[src/hdl/crf_consts.vh]
/*
 constants for the cpu register file: view codes, flag bit positions,
 reset values and execution state counts. no surroundings assumed.
*/
`ifndef CRF_CONSTS_VH
`define CRF_CONSTS_VH
`define CRF_VIEW_LONG 2'h0
`define CRF_VIEW_UPPER 2'h1
`define CRF_VIEW_LOWER 2'h2
`define CRF_VIEW_BYTE 2'h3
`define CRF_FLAG_MASK 7
`define CRF_FLAG_UB6 6
`define CRF_FLAG_HALF 5
`define CRF_FLAG_UB4 4
`define CRF_FLAG_NEG 3
`define CRF_FLAG_ZERO 2
`define CRF_FLAG_OVF 1
`define CRF_FLAG_CARRY 0
`define CRF_FLAGS_RESET 8'h80
`define CRF_SP_INDEX 3'h7
`define CRF_OP_LOAD 3'h0
`define CRF_OP_AND 3'h1
`define CRF_OP_OR 3'h2
`define CRF_OP_XOR 3'h3
`define CRF_OP_ARITH 3'h4
`define CRF_OP_NONE 3'h7
`define CRF_STATES_ADD 5'h02
`define CRF_STATES_MUL8 5'h0e
`define CRF_STATES_MUL16 5'h16
`define CRF_STATES_DIV8 5'h0e
`define CRF_STATES_DIV16 5'h16
`define CRF_TIME_ADD 2'h0
`define CRF_TIME_MUL8 2'h1
`define CRF_TIME_MUL16 2'h2
`define CRF_TIME_DIV 2'h3
`define CRF_PC_RESET 24'h000000
`define CRF_PC_STEP 24'h000002
`define CRF_STATES_LEAD 5'h03
`endif

[src/hdl/crf_register_file.v]
/*
 cpu architectural register state: eight 32-bit general registers with
 halfword and byte views, stack pointer alias, 24-bit program counter,
 8-bit condition flags, branch condition evaluation and execution timing.
 assumes the core sequencer drives all ports synchronous to clk and holds
 busy-sensitive requests off while busy is high.
*/
`timescale 1ns/10ps
`include "crf_consts.vh"

module crf_register_file (
    input wire clk,
    input wire srst,
    input wire [2:0] rd_a_sel,
    input wire [1:0] rd_a_view,
    input wire rd_a_hi,
    input wire [2:0] rd_b_sel,
    input wire [1:0] rd_b_view,
    input wire rd_b_hi,
    input wire wr_en,
    input wire [2:0] wr_sel,
    input wire [1:0] wr_view,
    input wire wr_hi,
    input wire [31:0] wr_data,
    input wire sp_wr_en,
    input wire [31:0] sp_wr_data,
    input wire pc_load,
    input wire [23:0] pc_load_data,
    input wire pc_advance,
    input wire reset_vector_load,
    input wire [23:0] reset_vector,
    input wire exception_start,
    input wire [2:0] flags_op,
    input wire [7:0] flags_operand,
    input wire [7:0] arith_flags,
    input wire [3:0] arith_update,
    input wire half_carry,
    input wire [3:0] branch_cond,
    input wire op_start,
    input wire [1:0] op_timing,
    input wire sleep_req,
    input wire wake_req,
    output reg [31:0] rd_a_data,
    output reg [31:0] rd_b_data,
    output reg [31:0] stack_pointer_alias,
    output reg [23:0] program_counter,
    output reg [23:0] fetch_addr,
    output reg [7:0] condition_flags,
    output reg mask_active,
    output reg branch_taken,
    output reg busy,
    output reg op_done,
    output reg power_down
);

    reg [31:0] gpr_q [0:7];
    reg [23:0] pc_d;
    reg [7:0] flags_d;
    reg [4:0] state_cnt_q;
    reg [4:0] state_cnt_d;
    reg [1:0] tmr_state_q;
    reg [1:0] tmr_state_d;
    reg done_d;
    reg [4:0] op_len;
    reg cond_d;
    reg [31:0] merged;
    integer i;

    // op timer states, one-hot
    localparam TMR_IDLE = 2'b01;
    localparam TMR_RUN = 2'b10;

    // independent per-port view select
    // narrow views come back zero-extended in the low bits
    function [31:0] view_read;
        input [31:0] word;
        input [1:0] view;
        input hi;
        begin
            case (view)
                // upper half returned in low bits
                `CRF_VIEW_UPPER: view_read = {16'h0000, word[31:16]};
                `CRF_VIEW_LOWER: view_read = {16'h0000, word[15:0]};
                // high or low byte of the lower half
                `CRF_VIEW_BYTE: view_read = hi ? {24'h000000, word[15:8]} :
                    {24'h000000, word[7:0]};
                default: view_read = word;
            endcase
        end
    endfunction

    // merge narrow write into the untouched rest
    // narrow data always sits in the low bits of wr_data
    always @* begin
        merged = gpr_q[wr_sel];
        case (wr_view)
            `CRF_VIEW_UPPER: merged[31:16] = wr_data[15:0];
            `CRF_VIEW_LOWER: merged[15:0] = wr_data[15:0];
            `CRF_VIEW_BYTE: begin
                if (wr_hi) begin
                    merged[15:8] = wr_data[7:0];
                end else begin
                    merged[7:0] = wr_data[7:0];
                end
            end
            default: merged = wr_data;
        endcase
    end

    // general registers carry no reset: architecturally undefined
    always @(posedge clk) begin
        for (i = 0; i < 8; i = i + 1) begin
            // implicit stack pointer update wins over a general write
            if (sp_wr_en && i == `CRF_SP_INDEX) begin
                gpr_q[i] <= sp_wr_data;
            end else if (wr_en && wr_sel == i) begin
                gpr_q[i] <= merged;
            end
        end
    end

    // no write bypass: a read in the cycle of a write to the same
    // register shows the old value, the sequencer must allow for it
    always @(posedge clk) begin
        rd_a_data <= view_read(gpr_q[rd_a_sel], rd_a_view, rd_a_hi);
        rd_b_data <= view_read(gpr_q[rd_b_sel], rd_b_view, rd_b_hi);
        // stack pointer alias of register seven
        stack_pointer_alias <= gpr_q[`CRF_SP_INDEX];
        if (srst) begin
            rd_a_data <= 32'h00000000;
            rd_b_data <= 32'h00000000;
            stack_pointer_alias <= 32'h00000000;
        end
    end

    // program counter next value
    always @* begin
        pc_d = program_counter;
        // vector first, so reset entry cannot be lost to a stray load
        if (reset_vector_load) begin
            pc_d = reset_vector;
        end else if (pc_load) begin
            pc_d = pc_load_data;
        end else if (pc_advance) begin
            // step one 2-byte instruction; wraps inside 16 Mbytes
            pc_d = program_counter + `CRF_PC_STEP;
        end
    end

    always @(posedge clk) begin
        if (srst) begin
            program_counter <= `CRF_PC_RESET;
            fetch_addr <= `CRF_PC_RESET;
        end else begin
            program_counter <= pc_d;
            // fetch ignores the lowest bit
            // follows pc_d so both outputs move on one edge
            fetch_addr <= {pc_d[23:1], 1'b0};
        end
    end

    // flags next value
    always @* begin
        flags_d = condition_flags;
        case (flags_op)
            // direct flag instructions; user bits pass freely
            `CRF_OP_LOAD: flags_d = flags_operand;
            `CRF_OP_AND: flags_d = condition_flags & flags_operand;
            `CRF_OP_OR: flags_d = condition_flags | flags_operand;
            `CRF_OP_XOR: flags_d = condition_flags ^ flags_operand;
            `CRF_OP_ARITH: begin
                // n, z, v and c change only where arith_update selects them
                if (arith_update[3]) begin
                    flags_d[`CRF_FLAG_NEG] = arith_flags[`CRF_FLAG_NEG];
                end
                if (arith_update[2]) begin
                    flags_d[`CRF_FLAG_ZERO] = arith_flags[`CRF_FLAG_ZERO];
                end
                if (arith_update[1]) begin
                    flags_d[`CRF_FLAG_OVF] = arith_flags[`CRF_FLAG_OVF];
                end
                if (arith_update[0]) begin
                    flags_d[`CRF_FLAG_CARRY] = arith_flags[`CRF_FLAG_CARRY];
                end
                // carry out of bit 3, 11 or 27 from the datapath
                flags_d[`CRF_FLAG_HALF] = half_carry;
            end
            default: flags_d = condition_flags;
        endcase
        // exception entry forces the mask, overriding any op
        if (exception_start) begin
            flags_d[`CRF_FLAG_MASK] = 1'b1;
        end
    end

    always @(posedge clk) begin
        if (srst) begin
            // mask set; other bits undefined, held at zero here
            condition_flags <= `CRF_FLAGS_RESET;
            mask_active <= 1'b1;
        end else begin
            // register layout from bit 7 down to bit 0
            condition_flags <= flags_d;
            // all but non-maskable blocked while set
            mask_active <= flags_d[`CRF_FLAG_MASK];
        end
    end

    // named flag taps keep the branch table readable
    wire flag_n;
    wire flag_z;
    wire flag_v;
    wire flag_c;
    assign flag_n = condition_flags[`CRF_FLAG_NEG];
    assign flag_z = condition_flags[`CRF_FLAG_ZERO];
    assign flag_v = condition_flags[`CRF_FLAG_OVF];
    assign flag_c = condition_flags[`CRF_FLAG_CARRY];

    // branch condition from n, z, v, c
    always @* begin
        case (branch_cond)
            4'h0: cond_d = 1'b1;
            4'h1: cond_d = 1'b0;
            4'h2: cond_d = ~(flag_c | flag_z);
            4'h3: cond_d = flag_c | flag_z;
            4'h4: cond_d = ~flag_c;
            4'h5: cond_d = flag_c;
            4'h6: cond_d = ~flag_z;
            4'h7: cond_d = flag_z;
            4'h8: cond_d = ~flag_v;
            4'h9: cond_d = flag_v;
            4'ha: cond_d = ~flag_n;
            4'hb: cond_d = flag_n;
            4'hc: cond_d = ~(flag_n ^ flag_v);
            4'hd: cond_d = flag_n ^ flag_v;
            4'he: cond_d = ~(flag_z | (flag_n ^ flag_v));
            default: cond_d = flag_z | (flag_n ^ flag_v);
        endcase
    end

    always @(posedge clk) begin
        if (srst) begin
            branch_taken <= 1'b0;
        end else begin
            branch_taken <= cond_d;
        end
    end

    // execution length in states
    // only looked at in the cycle op_start is high
    always @* begin
        case (op_timing)
            `CRF_TIME_ADD: op_len = `CRF_STATES_ADD;
            `CRF_TIME_MUL8: op_len = `CRF_STATES_MUL8;
            `CRF_TIME_MUL16: op_len = `CRF_STATES_MUL16;
            // the one divide code always takes the 16-bit count of 22
            default: op_len = `CRF_STATES_DIV16;
        endcase
    end

    // timer next state; a start while running is dropped
    always @* begin
        tmr_state_d = tmr_state_q;
        state_cnt_d = state_cnt_q;
        done_d = 1'b0;
        case (tmr_state_q)
            TMR_IDLE: begin
                if (op_start) begin
                    // two-state ops end without the run state
                    if (op_len == `CRF_STATES_ADD) begin
                        done_d = 1'b1;
                    end else begin
                        // start and done states are not counted down
                        state_cnt_d = op_len - `CRF_STATES_LEAD;
                        tmr_state_d = TMR_RUN;
                    end
                end
            end
            TMR_RUN: begin
                // done in the last state of the op
                if (state_cnt_q == 5'h00) begin
                    done_d = 1'b1;
                    tmr_state_d = TMR_IDLE;
                end else begin
                    state_cnt_d = state_cnt_q - 5'h01;
                end
            end
            // an illegal code falls back to idle
            default: begin
                tmr_state_d = TMR_IDLE;
            end
        endcase
    end

    // done pulses in the last state of the operation
    always @(posedge clk) begin
        if (srst) begin
            tmr_state_q <= TMR_IDLE;
            state_cnt_q <= 5'h00;
            busy <= 1'b0;
            op_done <= 1'b0;
        end else begin
            tmr_state_q <= tmr_state_d;
            state_cnt_q <= state_cnt_d;
            // busy mirrors the run state
            busy <= (tmr_state_d == TMR_RUN);
            op_done <= done_d;
        end
    end

    // sleep enters power-down until woken
    // wake outranks sleep so a race never strands the core
    always @(posedge clk) begin
        if (srst) begin
            power_down <= 1'b0;
        end else if (wake_req) begin
            power_down <= 1'b0;
        end else if (sleep_req) begin
            power_down <= 1'b1;
        end
    end

endmodule // crf_register_file

[config.mk]
export PLATFORM = sky130hd
export DESIGN_NAME = crf_register_file
export DESIGN_NICKNAME = d
export VERILOG_FILES = /design/src/hdl/crf_register_file.v
export VERILOG_INCLUDE_DIRS = /design/src /design/src/hdl
export SDC_FILE = /design/constraint.sdc
export NUM_CORES = 1
export LEC_CHECK = 0
export BUFFER_PORTS_ARGS = -buffer_cell sky130_fd_sc_hd__buf_2
export CORE_UTILIZATION = 55
export DETAILED_ROUTE_END_ITERATION = 12
export HOLD_SLACK_MARGIN = 0.1
export PLACE_DENSITY = 0.78
export SYNTH_ARGS = -nofsm -noshare
export SYNTH_HDL_FRONTEND = slang
export SYNTH_SLANG_ARGS = --single-unit
[constraint.sdc]
create_clock -name clk -period 7.8 [get_ports clk]
set_input_delay 0.78 -clock clk [delete_from_list [all_inputs] [get_ports clk]]
set_output_delay 0.78 -clock clk [all_outputs]
set_load 0.02 [all_outputs]
==> results by group <==
Critical path
  – Worst-path maximum fanout: 49
  – Critical R2R Launch: program_counter[1]
  – CP Data Arrival Time: 3.72 ns
  – Crit end category: flop
  – Worst R2R Path Depth: 6
  – Worst Setup Path Type: input pin to flop
  – Data required time at the worst endpoint: 8.02 ns
  – Type of element launching the critical path: input pin
  – Reg-to-reg setup timing slack: 5.51 ns
  – RR Endpoint: program_counter[23]

STA
  – Setup repair after global routing missed its margin: no
  – Top achievable clock speed: 285 MHz
  – Measured slew at the worst slew-check pin: 1.23 ns
  – Setup violations, final: 0
  – Post-route setup TNS: 0 ns
  – Worst slew margin relative to its limit: 18.0%
  – Final worst clock skew: 0.0336 ns
  – Final critical delay including setup and external delays: 3.50 ns
  – Number of max-slew violations in the final report: 0
  – Fin. Hold Viols: 0
  – Final period utilization: 44.9%

Yosys
  – Synthesized area per cell: 14.2 um2
  – Share of synthesized registers carrying an async set or reset: 0%
  – Adder-Cell Fraction of Synth Area: 1.22%
  – Number of flops mapped to enable cells by yosys: 256
  – Dominant combinational cell family by area after synthesis: multiplexers
  – Yosys warning count: 0
  – Multiplexer fraction of the synthesized cell area: 29.5%
  – Syn Std Cell Area: 20,400 um2
  – Most frequently used flop master after synthesis: edfxtp_1
  – Synthesized instance count: 1,444
  – Post-Synth XOR/XNOR Area: 0.685%
  – Simple-Gate Fraction of Synth Area: 6.91%
  – Register bit count reported by yosys: 395
  – Compound-Gate Fraction of Synth Area: 6.43%
  – Syn_nets: 1,635
  – Sequential element share of the synthesized area: 51.2%
  – Post-synthesis cell type count: 68

Finish
  – Number of cells in the finished layout apart from fillers: 2,206
  – Layout cells sized above 1: 38.5%
  – # nets final: 1,892
  – Layout overhead on the synthesized area: 15.2%
  – Post-layout instance area: 23,600 um2

Run
  – Max Cap Violations: 0

Place
  – Number of cells in the design after placement: 2,125
  – Placed instance area: 22,200 um2
  – Detail Placement HPWL: 40,000 um
  – Count of input and output buffers: 322
  – Final GP Congestion: 0.928

Routing
  – Antenna violation net count after detailed routing: 0
  – DRT iter0 DRCs: 1,652
  – Avg WL per Cell: 27.0 um
  – Number of vias in the routed layout: 14,700
  – Total wire length after detailed routing: 59,700 um
  – First drt pass iteration count: 6
  – # DRC: 0
  – Vias per cell: 6.67

Worst hold path
  – Hold path endpoint: power_down
  – Min-Delay Path Depth: 2
  – Worst hold start: wake_req
  – Class of the most critical hold timing path: input pin to flop

Global route
  – Global Route Usage Sum: 31.8%
  – First-pass GRT wire length: 88,900 um
  – Remaining global-route overflow: 0
  – Pin count of the biggest net entering global routing: 68
  – Antenna violations before repair: 7
  – Via count of the first global-routing pass: 14,600

Pwr
  – Leakage: 9.07 nW
  – Power Dens Cells: 223 nW/um2
  – Worst vdd rail ir drop: 0.176 mV

CTS
  – Htree depth: 2
  – Clock net sink count: 395
  – Number of CTS-inserted buffers: 42
  – Setup bufs post-CTS: 0
  – Hold buffer count at cts: 0
  – Clk Latency, worst-skew pair: 0.59 ns
  – TritonCTS clock tree: done
  – CTS resizes: 0
  – Clock slew at reported path FFs: 0.06 ns
  – CTS Buffer Depth: 3
  – Library cell used as clock root buffer: clkbuf_16

Floorplanning
  – Die Ht: 195 um
  – Die Outline Area: 37,900 um2
  – Core Region: 36,600 um2
  – Initial Utilization: 55.8%
  – # IOs: 328
  – Std-Cell Rows: 70
  – Die Span X: 195 um

Status
  – Outcome: completed
cell usage in the layout, fill, tap and decap left out, types with 6 or more instances in the layout:
cell	Yosys	routed
o211ai_1	6	6
inv_1	38	38
buf_2	31	319
mux2i_1	81	81
nand2_1	86	86
mux4_2	181	181
nand2b_1	9	9
xor2_1	10	10
nor2_1	111	106
mux2_2	44	44
xnor2_1	6	6
clkinv_1	0	8
a31oi_1	8	8
mux4_1	17	17
edfxtp_1	256	256
o22ai_1	20	20
ha_1	20	20
nor2b_1	34	34
buf_4	29	24
a211oi_1	17	17
o221ai_1	21	21
o21ai_0	48	48
clkbuf_16	0	42
or3_1	8	8
nor3_1	10	8
mux2_4	13	13
a21oi_1	41	41
dfxtp_1	139	139
o21ai_1	12	12
nand3_1	12	12
worst max-delay path, stage by stage:
cell      delay [ns]
buf_4           0.36
buf_4           0.84
nand2b_1        0.21
nor2_2          0.97
buf_4           0.53
registers in the layout, indices dropped and copies added (netlist names), 2 cells and up:
register,count
condition_flags,8
gpr_q,256
program_counter,24
rd_a_data,32
rd_b_data,32
stack_pointer_alias,32
state_cnt_q,5
tmr_state_q,2
where the power goes:
part           internal, W  switching (W)  total, W
logic             0.000330       0.000492  0.000822
clock network      0.00115       0.000856   0.00200
registers          0.00235      0.0000710   0.00242
total              0.00383        0.00142   0.00525
Yosys cell counts, types with 5 or more instances:
library cell | number | share of area (%)
clkbuf_1 | 38 | 0.70
o221ai_1 | 21 | 0.90
nand3_1 | 12 | 0.29
mux4_2 | 181 | 20
mux4_1 | 17 | 2.2
nor3_1 | 10 | 0.24
buf_2 | 31 | 0.76
o21ai_1 | 12 | 0.29
buf_4 | 29 | 1.1
buf_1 | 25 | 0.46
ha_1 | 20 | 1.2
dfxtp_1 | 139 | 14
nand4_1 | 5 | 0.15
o211ai_1 | 6 | 0.22
mux2_2 | 44 | 2.4
a21oi_1 | 41 | 1.0
nor2_1 | 111 | 2.0
nor2b_1 | 34 | 1.0
o21ai_0 | 48 | 1.2
a211oi_1 | 17 | 0.62
o21ai_2 | 5 | 0.21
o22ai_1 | 20 | 0.61
inv_1 | 38 | 0.70
xor2_1 | 10 | 0.43
nand3b_1 | 5 | 0.18
nand2_1 | 86 | 1.6
mux2i_1 | 81 | 4.0
nand2b_1 | 9 | 0.28
mux2_4 | 13 | 0.95
or3_1 | 8 | 0.24
a221oi_1 | 5 | 0.21
a31oi_1 | 8 | 0.24
xnor2_1 | 6 | 0.26
edfxtp_1 | 256 | 38
kinds of logic after synthesis:
family,count (synthesis)
fa+ha+maj,20
simple gates,302
buf+inv,169
mux,336
compound gates,205
other cells,1
flops,395
xor+xnor,16
per-stage QoR:
stage	hold WS, ns	utilization [%]	total power [W]	setup slack (ns)
2_1_floorplan	0.454	-	0.00300	3.63
3_3_place_gp	0.473	60.5	0.00325	3.78
3_5_place_dp	0.484	60.5	0.00327	3.72
4_1_cts	0.354	64.3	0.00525	4.30
5_1_grt	0.358	64.3	0.00542	4.18
6_report	0.378	64.3	0.00525	4.30
metal layers:
layer  track usage [%]  vias to the layer above  part of all wire [%]
li1                  -                     6190                     -
met1              41.3                     7358                    36
met2              50.2                     1003                    48
met3              9.37                      152                    13
met4              13.2                        6                   3.9
met5                 0                        -                 0.069
area by class of cell:
| type | instances | area, um2 |
|---|---|---|
| Inverter | 39 | 146 |
| Timing Repair Buffer | 343 | 1780 |
| Multi-Input combinational cell | 880 | 9190 |
| Sequential cell | 395 | 10500 |
| Antenna cell | 4 | 10.0 |
| Fill cell | 2644 | 13100 |
| Clock buffer | 53 | 1140 |
| Tap cell | 468 | 586 |
| Clock inverter | 24 | 243 |
worst max-delay path by stage:
stage / from / end / slack, ns / cells past startpoint
3_3_place_gp: wr_sel[0] / gpr_q[1][2] / 3.78 / 5
4_1_cts: wr_sel[0] / gpr_q[1][26] / 4.30 / 5
2_1_floorplan: wr_sel[1] / gpr_q[0][0] / 3.63 / 5
3_5_place_dp: wr_sel[0] / gpr_q[1][7] / 3.72 / 5
5_1_grt: wr_sel[0] / gpr_q[3][26] / 4.18 / 5
6_report: wr_sel[0] / gpr_q[1][26] / 4.30 / 5
(Power assumes the default switching activity.)
